<file path="src/verilog/flash_ctl_map.svh">
// constants for the parallel flash host controller: register offsets, command codes, timing counts
// assumes pclk at 250 MHz and a byte-wide asynchronous flash on the far side
`ifndef FLASH_CTL_MAP_SVH
`define FLASH_CTL_MAP_SVH
// ****************************************
// register offsets (byte addresses)
// ****************************************
`define REG_CMD 12'h000
`define REG_ADDR 12'h004
`define REG_WDATA 12'h008
`define REG_STATUS 12'h00C
`define REG_RDATA 12'h010
// ****************************************
// command register fields
// ****************************************
`define CMD_OP_LSB 0
`define CMD_OP_MSB 3
`define CMD_START_BIT 4
// ****************************************
// flash codes and unlock addresses
// ****************************************
`define UNLOCK_A1 11'h555
`define UNLOCK_A2 11'h2AA
`define DATA_UNLOCK1 8'hAA
`define DATA_UNLOCK2 8'h55
`define DATA_PROGRAM 8'hA0
`define DATA_ERASE_SETUP 8'h80
`define DATA_CHIP_ERASE 8'h10
`define DATA_SECTOR_ERASE 8'h30
`define DATA_RESUME 8'h30
`define DATA_SUSPEND 8'hB0
`define DATA_RESET 8'hF0
`define DATA_ID 8'h90
`define DATA_PROTECT_UNLOCK 8'h20
`define PROTECT_VERIFY_LOW 18'h0_0002
// ****************************************
// timing: pulse widths, read access, sector load window
// ****************************************
`define CLK_MHZ 250
`define PHASE_NS 60
`define PHASE_CYC ((`PHASE_NS * `CLK_MHZ + 999) / 1000)
`define LOAD_WINDOW_US 30
`define LOAD_WINDOW_CYC (`LOAD_WINDOW_US * `CLK_MHZ)
`endif

</file>
<file path="src/verilog/flash_ctl_pkg.sv">
// types for the parallel flash host controller
// assumes flash_ctl_map.svh supplies the numbers
package flash_ctl_pkg;
  // operations software can order
  typedef enum logic [3:0] {
    OP_READ = 4'h0,
    OP_PROGRAM = 4'h1,
    OP_CHIP_ERASE = 4'h2,
    OP_SECTOR_ERASE = 4'h3,
    OP_SECTOR_ADD = 4'h4,
    OP_SUSPEND = 4'h5,
    OP_RESUME = 4'h6,
    OP_RESET = 4'h7,
    OP_ID = 4'h8,
    OP_PROTECT_UNLOCK = 4'h9,
    OP_STATUS_READ = 4'hA
  } op_t;
  // flash pin bundle driven by the host
  typedef struct packed {
    logic ce_n;
    logic oe_n;
    logic we_n;
    logic [17:0] addr;
    logic [7:0] dq_out;
    logic dq_oe;
  } flash_pins_t;
  // one bus cycle handed to the pin sequencer
  typedef struct packed {
    logic wr;
    logic [17:0] addr;
    logic [7:0] data;
  } flash_cycle_t;
endpackage

</file>
<file path="src/verilog/flash_cycle_seq.sv">
// one asynchronous flash bus cycle (write or read) generated from pclk
// assumes the flash data pins are synchronised by the caller before use
`timescale 1ns/1ns
`include "flash_ctl_map.svh"
module flash_cycle_seq (
  input wire logic pclk,
  input wire logic presetn,
  input wire logic start,
  input wire flash_ctl_pkg::flash_cycle_t cyc,
  input wire logic [7:0] dq_sync,
  output flash_ctl_pkg::flash_pins_t pins,
  output logic [7:0] rdata,
  output logic done
);
  import flash_ctl_pkg::*;
  localparam int PW = `PHASE_CYC;
  typedef enum logic [1:0] {S_IDLE = 2'b00, S_SET = 2'b01, S_ACT = 2'b11, S_REC = 2'b10} seq_t;
  seq_t state_reg;
  logic [7:0] cnt_reg;
  logic wr_reg;
  // ****************************************
  // strobe phase timing
  // ****************************************
  // select and address lead the strobe by one cycle so the address has setup time at the falling edge;
  // select stays low through recovery so the strobe rise is never raced by the select rise
  always_ff @(posedge pclk or negedge presetn) begin
    if (!presetn) begin
      state_reg <= S_IDLE;
      cnt_reg <= 8'h00;
      wr_reg <= 1'b0;
      pins <= '{ce_n: 1'b1, oe_n: 1'b1, we_n: 1'b1, addr: 18'h0_0000, dq_out: 8'h00, dq_oe: 1'b0};
      rdata <= 8'h00;
      done <= 1'b0;
    end else begin
      done <= 1'b0;
      case (state_reg)
        S_IDLE: begin
          if (start) begin
            wr_reg <= cyc.wr;
            pins.addr <= cyc.addr;
            pins.dq_out <= cyc.data;
            pins.dq_oe <= cyc.wr;
            pins.ce_n <= 1'b0;
            state_reg <= S_SET;
          end
        end
        S_SET: begin
          pins.we_n <= ~wr_reg;
          pins.oe_n <= wr_reg;
          cnt_reg <= 8'(PW);
          state_reg <= S_ACT;
        end
        S_ACT: begin
          if (cnt_reg == 8'h00) begin
            if (!wr_reg) begin
              rdata <= dq_sync;
            end
            pins.we_n <= 1'b1;
            pins.oe_n <= 1'b1;
            cnt_reg <= 8'(PW);
            state_reg <= S_REC;
          end else begin
            cnt_reg <= cnt_reg - 8'h01;
          end
        end
        S_REC: begin
          if (cnt_reg == 8'h00) begin
            pins.dq_oe <= 1'b0;
            pins.ce_n <= 1'b1;
            done <= 1'b1;
            state_reg <= S_IDLE;
          end else begin
            cnt_reg <= cnt_reg - 8'h01;
          end
        end
        default: state_reg <= S_IDLE;
      endcase
    end
  end
endmodule

</file>
<file path="src/verilog/flash_host_ctl.sv">
// host controller for a byte-wide command-driven NOR flash, ordered over APB
// assumes the flash pins settle within the read phase and the bench joins dq from the host's dq_oe alone
//
// Chosen here: the APB slave port and the address map.
`timescale 1ns/1ns
`include "flash_ctl_map.svh"
// Contract
// program is two unlocks, A0 code, then address and data write.
// unlock and command addresses carry 555 or 2AA on low eleven bits.
// device ignores upper address bits on plain command cycles.
// device times and verifies program itself; host only polls.
// chip erase pre-programs, erases and verifies inside the device.
// sector erase pre-programs only selected sectors inside the device.
// device latches address at strobe fall, data at strobe rise.
// device ignores commands during byte program.
// during sector erase only suspend is honoured.
// after suspend the device stays in read mode.
// after completion the full command set is accepted again.
// wrong or misordered writes return the device to read mode.
// suspend and resume are valid only during sector erase.
// after failure one F0 write aborts; host then gives a command.
// after reset reads return array data until another command.
// after ID sequence address 0 gives maker, address 1 device code.
// busy status shows a polling bit and a toggling bit.
// protect verify read with address bit 1 high gives 01 or 00.
// sector address is the top five address bits.
// host sends six-cycle protect unlock before protect work.
// chip erase is six writes ending in code 10.
// further sector loads must begin within 30 us of last strobe rise.
// erase done when poll bit is one and toggle bit stops. The host checks only that bit 6 stops toggling.
// erase time-out shows as data bit 5 high.
// outputs driven only with select and output enable low.
// select and strobe low with output enable high is a write.
module flash_host_ctl #(
  parameter int LOAD_WINDOW = `LOAD_WINDOW_CYC
) (
  input wire logic pclk,
  input wire logic presetn,
  input wire logic psel,
  input wire logic penable,
  input wire logic pwrite,
  input wire logic [11:0] paddr,
  input wire logic [31:0] pwdata,
  output logic [31:0] prdata,
  output logic pready,
  output logic pslverr,
  input wire logic [7:0] dq_in,
  output flash_ctl_pkg::flash_pins_t flash
);
  import flash_ctl_pkg::*;
  typedef enum logic [2:0] {
    C_IDLE = 3'b000, C_ISSUE = 3'b001, C_WAIT = 3'b011, C_POLL = 3'b010, C_POLLW = 3'b110
  } ctl_t;
  ctl_t state_reg;
  op_t op_reg;
  logic [17:0] addr_reg;
  logic [7:0] wdata_reg;
  logic [7:0] rdata_reg;
  logic [2:0] step_reg;
  logic [2:0] steps;
  logic busy_reg, fail_reg, window_reg;
  logic [7:0] last_poll_reg;
  logic first_poll_reg, q5_seen_reg;
  logic [15:0] win_cnt_reg;
  logic [7:0] dq_meta_reg, dq_sync_reg;
  logic seq_start_reg;
  flash_cycle_t cyc_reg;
  logic [7:0] seq_rdata;
  logic seq_done;
  logic bus_wr, bus_rd;

  // ****************************************
  // pin input synchroniser
  // ****************************************
  always_ff @(posedge pclk or negedge presetn) begin
    if (!presetn) begin
      dq_meta_reg <= 8'h00;
      dq_sync_reg <= 8'h00;
    end else begin
      dq_meta_reg <= dq_in;
      dq_sync_reg <= dq_meta_reg;
    end
  end

  flash_cycle_seq u_seq (
    .pclk(pclk),
    .presetn(presetn),
    .start(seq_start_reg),
    .cyc(cyc_reg),
    .dq_sync(dq_sync_reg),
    .pins(flash),
    .rdata(seq_rdata),
    .done(seq_done)
  );

  // ****************************************
  // apb slave: zero wait states, errors on unmapped address only
  // ****************************************
  assign bus_wr = psel && penable && pwrite;
  assign bus_rd = psel && !penable && !pwrite;
  always_ff @(posedge pclk or negedge presetn) begin
    if (!presetn) begin
      pready <= 1'b0;
      pslverr <= 1'b0;
      prdata <= 32'h0000_0000;
    end else begin
      pready <= psel && !penable;
      pslverr <= psel && !penable && !(paddr inside {`REG_CMD, `REG_ADDR, `REG_WDATA, `REG_STATUS, `REG_RDATA});
      if (bus_rd) begin
        case (paddr)
          `REG_CMD: prdata <= {28'h000_0000, op_reg};
          `REG_ADDR: prdata <= {14'h0000, addr_reg};
          `REG_WDATA: prdata <= {24'h00_0000, wdata_reg};
          `REG_STATUS: prdata <= {28'h000_0000, window_reg, fail_reg, 1'b0, busy_reg};
          `REG_RDATA: prdata <= {24'h00_0000, rdata_reg};
          default: prdata <= 32'h0000_0000;
        endcase
      end
    end
  end

  // address and data operands
  always_ff @(posedge pclk or negedge presetn) begin
    if (!presetn) begin
      addr_reg <= 18'h0_0000;
      wdata_reg <= 8'h00;
    end else if (bus_wr && pready) begin
      if (paddr == `REG_ADDR) addr_reg <= pwdata[17:0];
      if (paddr == `REG_WDATA) wdata_reg <= pwdata[7:0];
    end
  end

  // index of the last flash cycle each operation needs; that cycle is the read for ID, verify, status
  always_comb begin
    case (op_reg)
      OP_PROGRAM: steps = 3'd3;
      OP_CHIP_ERASE, OP_SECTOR_ERASE, OP_PROTECT_UNLOCK: steps = 3'd5;
      OP_ID: steps = 3'd3;
      OP_READ, OP_STATUS_READ: steps = 3'd0;
      default: steps = 3'd0; // suspend, resume, reset, sector add
    endcase
  end

  // cycle contents for the current step
  function automatic flash_cycle_t make_cycle(op_t op, logic [2:0] step, logic [17:0] a, logic [7:0] d);
    flash_cycle_t c;
    c = '{wr: 1'b1, addr: {7'h00, `UNLOCK_A1}, data: `DATA_UNLOCK1};
    case (step)
      3'd1, 3'd4: c = '{wr: 1'b1, addr: {7'h00, `UNLOCK_A2}, data: `DATA_UNLOCK2};
      3'd2: c.data = (op == OP_PROGRAM) ? `DATA_PROGRAM : (op == OP_ID) ? `DATA_ID : `DATA_ERASE_SETUP;
      3'd0, 3'd3: c.data = `DATA_UNLOCK1;
      default: c.data = `DATA_UNLOCK1;
    endcase
    if (step == 3'd3 && op == OP_PROGRAM) c = '{wr: 1'b1, addr: a, data: d};
    if (step == 3'd3 && op == OP_ID) c = '{wr: 1'b0, addr: a, data: 8'h00};
    if (step == 3'd5) begin
      case (op)
        OP_CHIP_ERASE: c.data = `DATA_CHIP_ERASE;
        OP_PROTECT_UNLOCK: c.data = `DATA_PROTECT_UNLOCK;
        default: c = '{wr: 1'b1, addr: {a[17:13], 13'h0000}, data: `DATA_SECTOR_ERASE};
      endcase
    end
    if (step == 3'd0) begin
      case (op)
        OP_SUSPEND: c = '{wr: 1'b1, addr: a, data: `DATA_SUSPEND};
        OP_RESUME: c = '{wr: 1'b1, addr: a, data: `DATA_RESUME};
        OP_RESET: c = '{wr: 1'b1, addr: a, data: `DATA_RESET};
        OP_SECTOR_ADD: c = '{wr: 1'b1, addr: {a[17:13], 13'h0000}, data: `DATA_SECTOR_ERASE};
        OP_READ, OP_STATUS_READ: c = '{wr: 1'b0, addr: a, data: 8'h00};
        default: c = c;
      endcase
    end
    return c;
  endfunction

  // ****************************************
  // command sequencer and completion polling
  // ****************************************
  // chip erase and program are polled until the toggle bit stands still or bit 5 shows on two polls in a row; host never times the device
  always_ff @(posedge pclk or negedge presetn) begin
    if (!presetn) begin
      state_reg <= C_IDLE;
      op_reg <= OP_READ;
      step_reg <= 3'd0;
      busy_reg <= 1'b0;
      fail_reg <= 1'b0;
      rdata_reg <= 8'h00;
      last_poll_reg <= 8'h00;
      first_poll_reg <= 1'b0;
      q5_seen_reg <= 1'b0;
      seq_start_reg <= 1'b0;
      cyc_reg <= '{wr: 1'b0, addr: 18'h0_0000, data: 8'h00};
    end else begin
      seq_start_reg <= 1'b0;
      case (state_reg)
        C_IDLE: begin
          if (bus_wr && pready && paddr == `REG_CMD && pwdata[`CMD_START_BIT]) begin
            op_reg <= op_t'(pwdata[`CMD_OP_MSB:`CMD_OP_LSB]);
            step_reg <= 3'd0;
            busy_reg <= 1'b1;
            if (op_t'(pwdata[`CMD_OP_MSB:`CMD_OP_LSB]) == OP_RESET) fail_reg <= 1'b0;
            state_reg <= C_ISSUE;
          end
        end
        C_ISSUE: begin
          cyc_reg <= make_cycle(op_reg, step_reg, addr_reg, wdata_reg);
          seq_start_reg <= 1'b1;
          state_reg <= C_WAIT;
        end
        C_WAIT: begin
          if (seq_done) begin
            rdata_reg <= seq_rdata;
            if (step_reg != steps) begin
              step_reg <= step_reg + 3'd1;
              state_reg <= C_ISSUE;
            end else if (op_reg inside {OP_PROGRAM, OP_CHIP_ERASE}) begin
              // the first poll only seeds the toggle history; stale read data must not end the wait
              first_poll_reg <= 1'b1;
              q5_seen_reg <= 1'b0;
              state_reg <= C_POLL;
            end else begin
              busy_reg <= 1'b0; // sector erase runs on while host may add sectors
              state_reg <= C_IDLE;
            end
          end
        end
        C_POLL: begin
          cyc_reg <= '{wr: 1'b0, addr: addr_reg, data: 8'h00};
          seq_start_reg <= 1'b1;
          state_reg <= C_POLLW;
        end
        C_POLLW: begin
          if (seq_done) begin
            last_poll_reg <= seq_rdata;
            rdata_reg <= seq_rdata;
            if (first_poll_reg) begin
              first_poll_reg <= 1'b0;
              state_reg <= C_POLL;
            end else if (seq_rdata[6] == last_poll_reg[6]) begin
              busy_reg <= 1'b0;
              state_reg <= C_IDLE;
            end else if (seq_rdata[5] && q5_seen_reg) begin
              // bit 5 alone may be array data on the read that ends the job, so one more look is taken
              fail_reg <= 1'b1;
              busy_reg <= 1'b0;
              state_reg <= C_IDLE;
            end else begin
              q5_seen_reg <= seq_rdata[5];
              state_reg <= C_POLL;
            end
          end
        end
        default: state_reg <= C_IDLE;
      endcase
    end
  end

  // ****************************************
  // sector load window after each sector erase write
  // ****************************************
  always_ff @(posedge pclk or negedge presetn) begin
    if (!presetn) begin
      win_cnt_reg <= 16'h0000;
      window_reg <= 1'b0;
    end else if (seq_done && state_reg == C_WAIT && cyc_reg.data == `DATA_SECTOR_ERASE
                 && op_reg inside {OP_SECTOR_ERASE, OP_SECTOR_ADD}) begin
      win_cnt_reg <= 16'(LOAD_WINDOW);
      window_reg <= 1'b1;
    end else if (win_cnt_reg != 16'h0000) begin
      win_cnt_reg <= win_cnt_reg - 16'h0001;
    end else begin
      window_reg <= 1'b0;
    end
  end
endmodule

</file>
<file path="config.mk">
export PLATFORM = sky130hd
export DESIGN_NAME = flash_host_ctl
export DESIGN_NICKNAME = d
export VERILOG_FILES = /design/src/verilog/flash_ctl_pkg.sv /design/src/verilog/flash_cycle_seq.sv /design/src/verilog/flash_host_ctl.sv
export VERILOG_INCLUDE_DIRS = /design/src /design/src/verilog
export SDC_FILE = /design/constraint.sdc
export NUM_CORES = 1
export LEC_CHECK = 0
export ABC_AREA = 1
export CAP_MARGIN = 30
export CORE_MARGIN = 1
export CORE_UTILIZATION = 56
export DETAILED_ROUTE_END_ITERATION = 10
export DONT_BUFFER_PORTS = 1
export PLACE_DENSITY_LB_ADDON = 0.15
export SYNTH_ARGS = -nofsm -noshare
export SYNTH_HDL_FRONTEND = slang
export SYNTH_SLANG_ARGS = --single-unit
</file>
<file path="constraint.sdc">
create_clock -name pclk -period 3.96 [get_ports pclk]
set_clock_uncertainty 0.05 [all_clocks]
set_input_delay 0.198 -clock pclk [delete_from_list [all_inputs] [get_ports pclk]]
set_output_delay 0.198 -clock pclk [all_outputs]
set_load 0.1 [all_outputs]
</file>
==> results.txt, run 1 <==
Status - finished, violations left
Failing checks - hold timing
Die ar. - 15600 um2
Main flop type after synthesis - dfrtp_1
Cell variety after synth - 47
LEAKAGE - 4.76 nW
Post-synthesis sequential area ratio - 53.5%
Critical Path Start Type - register
Layout area overhead - 11.5%
Drt pass-1 iters - 5
First-pass GRT wire length - 30300 um
Area occupied by multi-input gates - 3290 um2
Final Hold Vio Count - 180
Cts hold-fix bufs - 29
Hold crit path type - in2async
Clock buffer depth - 2
CORE AREA - 14600 um2
CP arrival - 2.61 ns
Clock slew at reported path FFs - 0.07 ns
TritonCTS Buffers - 17
Buffers on Ports - 0
Largest net degree at the start of global routing - 181
Vias in the first global route - 6074
Gate Count Post-Synth - 984
Io pins - 121
Dpl cells - 1149
Worst VDD drop - 0.000291 V
Grt total ovfl - 0
Post-Syn Area per Cell - 8.57 um2
CTS tree - done
WP buf/inv - 1
Chip height - 125 um
Fraction of layout cells with a size suffix above 1 - 9.84%
Finished Layout Cells - 1210
Delay-heaviest family, CP - flip-flops
Seq cells post-synth - 180
F_max - 427 MHz
Area leader, netlist - dfrtp_1
Resized cells post-CTS - 0
Setup crit start - pready
Setup Viol. Count Final - 0
Post-Syn Area - 8430 um2
Setup total negative slack - 0 ns
Critical Path RT - 4.23 ns
PD cells - 396 nW/um2
Drt initial violations - 466
Initial Util - 57.8%
Top cells by area, synth - dfrtp_1, nand2_1, inv_1
CP max-delay cell - dfrtp_1
RSZ-0062 raised after global routing - no
Die Wd - 125 um
Fill count - 1214
Setup crit end kind - register
GP Congestion - 0.891
Post-layout util - 64.4%
Slew headroom - 37.9%
Yosys warning total - 0
Worst r2r src - pready
Total of max-cap violations - 0
Max Transition Viols Final - 0
Reg area - 4510 um2
Number of flip-flops in the largest register - 30
Diode count - 0
Post-DP HPWL - 12700 um
Vias per cell - 5.32
Critical path fanouts, max - 30
Post-synth top area share - 52.5%
Final ANT Viol Nets - 0
Crit path largest cell delay - 0.93 ns
Minimum clock period - 2.34 ns
Rows - 44
WL final - 18200 um
Clock Latency Late Sink - 0.44 ns
EDFF count, synth - 0
Nets - 1077
Share of synthesized registers carrying an async set or reset - 100%
Initial antenna violation count - 0
WL/cell - 15.0 um
Via count - 6442
Total GRT Usage - 24.8%
Worst slew pin tran - 0.932 ns
Critical path class - reg2reg
Fin crit share - 59.2%
Root Buffer - clkbuf_16
Max H-tree Level - 4
Crit-path cells - nand4_1, inv_1, nand2_2, mux2_4
Drc violations - 0
Sink Count - 180
Hold_ws - -0.601 ns
-- cells in the mapped netlist (all sizes together), types with 4 or more instances --
master,n
nor2,87
o21ai,93
o31ai,5
inv,122
nand4,12
mux2,13
a21oi,29
o211ai,5
buf,25
nand2,278
nor3,21
clkbuf,9
o32ai,4
xor2,5
o22ai,6
nand3,66
dfrtp,177
ha,7
-- layer usage --
metal  global-route usage (%)  wire length (um)
met4                     11.7               512
met1                     32.9              8410
met5                        0                 0
met3                     4.60               703
met2                     39.4              8560
-- report_power, final --
| group | switching [W] | internal [W] | total, W |
|---|---|---|---|
| Combinational | 0.0000847 | 0.0000265 | 0.000111 |
| Sequential | 0.0000501 | 0.00185 | 0.00190 |
| Clock | 0.000790 | 0.000917 | 0.00171 |
| Total | 0.000925 | 0.00279 | 0.00372 |
-- logic make-up after synthesis --
group / count (synthesis) / synth area share (%)
flops: 180 / 53.5
xor+xnor: 7 / 0.727
other cells: 1 / 0.0445
simple gates: 470 / 24.4
compound gates: 148 / 10.1
mux: 14 / 2.12
buf+inv: 157 / 8.06
fa+ha+maj: 7 / 1.04
-- cell usage in the layout (no fill, tap or decap), types with 4 or more instances in the layout --
master | Yosys | final
nand2_1 | 266 | 266
dfrtp_1 | 177 | 177
inv_1 | 114 | 114
nor2_1 | 78 | 78
o21ai_0 | 77 | 77
nand3_1 | 64 | 64
dlygate4sd3_1 | 0 | 29
a21oi_1 | 28 | 28
clkbuf_16 | 0 | 17
nor3_1 | 16 | 16
conb_1 | 1 | 14
nand4_1 | 11 | 11
nand2_2 | 10 | 10
o21ai_2 | 10 | 10
inv_2 | 8 | 8
mux2_2 | 7 | 7
ha_1 | 7 | 7
nor2_2 | 6 | 6
o21ai_1 | 6 | 6
o22ai_1 | 6 | 6
mux2_4 | 6 | 6
o211ai_1 | 5 | 5
xor2_1 | 5 | 5
o31ai_1 | 5 | 5
inv_6 | 0 | 5
o32ai_1 | 4 | 4
inv_8 | 0 | 4
-- layout make-up --
cell class	instances	share of cell area (%)
Inverter	123	4.93
Clock inverter	14	1.69
Timing Repair Buffer	31	3.25
Sequential cell	180	48.0
Tap cell	184	2.45
Multi-Input combinational cell	660	35.0
Clock buffer	18	4.67
-- metrics by stage --
stage	total power (W)	instance area (um2)	hold WS, ns	worst slack (ns)
after floorplan	0.00203	8480	-0.148	2.06
after global placement	0.00202	8510	-0.144	1.70
after detailed placement	0.00202	8510	-0.142	1.66
after CTS	0.00374	9400	-0.605	1.66
after global routing	0.00382	9400	-0.612	1.49
final	0.00372	9400	-0.601	1.62
-- path summary, 6_finish.rpt --
kind | end | slack, ns | cells after the start
max in group asynchronous | u_seq.pins[28] | 4.24 | 0
max reg2reg | addr_reg[13] | 1.62 | 4
max | addr_reg[13] | 1.62 | 4
min | u_seq.cnt_reg[2] | -0.60 | 0
min reg2reg | dq_sync_reg[5] | 0.30 | 0
min in group pclk | prdata[4] | 0.03 | 5
-- repair_timing --
item,in CTS,in global routing
endpoints found under the hold margin,218,180
setup endpoints to repair,0,0
setup buffers,0,0
(Power assumes the default switching activity.)
==> run 2, diff against run 1 <==
ABC_AREA = 0   (was 1)
clock period = 1.9 ns   (was 3.96 ns; I/O delays follow)
==> results.txt, run 2 <==
Post-Syn Area per Cell - 10.6 um2 (+24%)
Critical path fanouts, max - 8 (-73%)
Vias per cell - 5.73 (+7.7%)
Setup crit end kind - register
Status - finished, violations left
Setup Viol. Count Final - 25 (+25)
Cell variety after synth - 67 (+43%)
Post-Place Setup Slack - -0.191 ns (-1.85 ns)
Placed cell area - 9360 um2 (+10%)
WL final - 20600 um (+14%)
Via count - 6455 (+0.20%)
RR Endpoint - u_seq.rdata[2]
Failing checks - hold timing, setup timing
CP max-delay cell - or4_4
Post-synthesis sequential area ratio - 55.1% (+1.6 points)
GP Congestion - 0.818 (-8.2%)
Most frequent cell after synthesis - dfrtp_1
Worst VDD drop - 0.000650 V (+120%)
Reg area - 4520 um2 (+0.17%)
WL/cell - 18.3 um (+22%)
Io pins - 121 (unchanged)
Drt initial violations - 421 (-9.7%)
Most frequent cells after synthesis - dfrtp_1, nand2_1, mux2_2, nor2_1, o21ai_0
Max Transition Viols Final - 0 (unchanged)
Drt pass-1 iters - 4 (-1)
CTS tree - done
TritonCTS Buffers - 17 (unchanged)
First-pass GRT wire length - 32100 um (+6.0%)
Yosys warning total - 0 (unchanged)
Fraction of layout cells with a size suffix above 1 - 33.0% (+23 points)
Main flop type after synthesis - dfrtp_1
Vias in the first global route - 6331 (+4.2%)
Layout area overhead - 31.4%
Commonest non-fill, non-tap cell in the layout - dfrtp_1
PD cells - 809 nW/um2 (+100%)
Chip height - 123 um (-1.4%)
Rows - 43 (-2.3%)
Max H-tree Level - 4 (unchanged)
Hold crit path type - in2async
Critical path class - reg2reg
Final Cell Area - 10800 um2 (+14%)
Critical Path RT - 2.17 ns (-2.06 ns)
Gate Count Post-Synth - 770 (-22%)
R2R depth - 6 (+2)
LEAKAGE - 5.24 nW (+10%)
Total of max-cap violations - 0 (unchanged)
Final Hold Vio Count - 180 (unchanged)
Grt total ovfl - 0 (unchanged)
CORE AREA - 14100 um2 (-3.4%)
Clock buffer depth - 2 (unchanged)
Share of synthesized registers carrying an async set or reset - 100% (unchanged)
Post-layout util - 76.3% (+12 points)
Worst r2r src - u_seq.cnt_reg[3]
Die Wd - 123 um (-1.4%)
Area occupied by multi-input gates - 3900 um2 (+18%)
Diode count - 0 (unchanged)
Hold_ws - -0.703 ns (-0.103 ns)
Largest net degree at the start of global routing - 181 (unchanged)
Setup WS post-layout - -0.147 ns (-1.76 ns)
Number of flip-flops in the largest register - 30 (unchanged)
Cts hold-fix bufs - 32 (+10%)
Final ANT Viol Nets - 0 (unchanged)
RSZ-0062 raised after global routing - yes
Buffers on Ports - 0 (unchanged)
Crit-path cells - or4_4, nor3_4, nand2_2, nor3b_4, buf_12, mux2_4
Sink Count - 180 (unchanged)
Clock Latency Late Sink - 0.44 ns (about the same)
CP arrival - 2.32 ns (-0.29 ns)
Initial antenna violation count - 0 (unchanged)
F_max - 489 MHz (+15%)
Fin crit share - 108% (+49 points)
Initial Util - 58.1% (+0.28 points)
Post-DP HPWL - 14100 um (+10%)
Post-Syn Area - 8190 um2 (-2.9%)
Setup total negative slack - -2.17 ns (-2.17 ns)
EDFF count, synth - 0 (unchanged)
R2R setup slack - -0.15 ns (-1.76 ns)
Top cells by area, synth - dfrtp_1, mux2_2, nand2_1
Commonest non-fill, non-tap cells in the layout - dfrtp_1, buf_4, nand2_1
Minimum clock period - 2.05 ns (-0.297 ns)
Post-synth top area share - 54.1% (+1.6 points)
Fill count - 935 (-23%)
Root Buffer - clkbuf_16
Area leader, netlist - dfrtp_1
Critical Path Start Type - register
Drc violations - 0 (unchanged)
Clock slew at reported path FFs - 0.07 ns (about the same)
Nets - 997 (-7.4%)
Crit path largest cell delay - 0.56 ns (-0.37 ns)
Die ar. - 15100 um2 (-2.9%)
Seq cells post-synth - 180 (unchanged)
Total GRT Usage - 28.2% (+3.4 points)
[run 2: worst max-delay path by stage]
stage | start | to | slack [ns] | depth (start not counted)
2_1_floorplan | u_seq.cnt_reg[3] | u_seq.rdata[0] | -0.26 | 6
3_3_place_gp | u_seq.cnt_reg[3] | u_seq.rdata[3] | -0.17 | 6
3_5_place_dp | u_seq.cnt_reg[3] | u_seq.rdata[2] | -0.19 | 6
4_1_cts | u_seq.cnt_reg[3] | u_seq.rdata[2] | -0.15 | 6
5_1_grt | u_seq.cnt_reg[3] | u_seq.rdata[2] | -0.25 | 6
6_report | u_seq.cnt_reg[3] | u_seq.rdata[2] | -0.15 | 6
[run 2: metrics by stage]
step / total power [W] / instances
6_report: 0.00870 / 1126
5_1_grt: 0.00899 / 1126
4_1_cts: 0.00870 / 1117
3_5_place_dp: 0.00522 / 1051
3_3_place_gp: 0.00519 / 1051
2_1_floorplan: 0.00498 / 783
[run 2: area by class of cell]
cell class,instances,area share [%]
clock buffer,18,4.08
clock inverter,14,1.29
inverter,13,0.454
multi-input combinational,542,36.3
sequential,180,42.0
tap,180,2.09
timing repair buffer,179,13.8
[run 2: routing by layer]
metal | track usage, % | routed length [um] | vias up
met5 | 0 | 0 | -
met4 | 9.68 | 386 | 0
met3 | 5.58 | 806 | 25
met2 | 43.2 | 9740 | 165
met1 | 40.3 | 9700 | 3229
li1 | - | - | 3036
[run 2: where the power goes]
part	total, W	switching, W	internal (W)	leakage [nW]
Clock	0.00341	0.00163	0.00178	0.282
Sequential	0.00416	0.000139	0.00402	2.42
Combinational	0.00114	0.000705	0.000431	2.54
[run 2: kinds of logic after synthesis]
logic type,count (synthesis),share of synthesized area [%]
AND/OR/NAND/NOR,307,18.5
flip-flops,180,55.1
AO/OA/AOI/OAI,141,12.2
buffers and inverters,61,3.68
multiplexers,57,7.69
XOR/XNOR,16,1.71
adder cells (fa/ha/maj),7,1.07
other,1,0.0458
[run 2: worst max-delay path: cells and delay by family, from the launching register on]
family	cells	cell delay, ns
buffers and inverters	1	0.17
flip-flops	1	0.38
AND/OR/NAND/NOR	4	1.03
multiplexers	1	0.30
[run 2: timing repair]
| item | in CTS | in global routing |
|---|---|---|
| gates resized for setup | 34 | 62 |
| hold endpoints to repair | 227 | 180 |
| cloned | 0 | 1 |
| pin swaps | 10 | 23 |
| endpoints found under the setup margin | 49 | 57 |
| setup buffers | 2 | 8 |
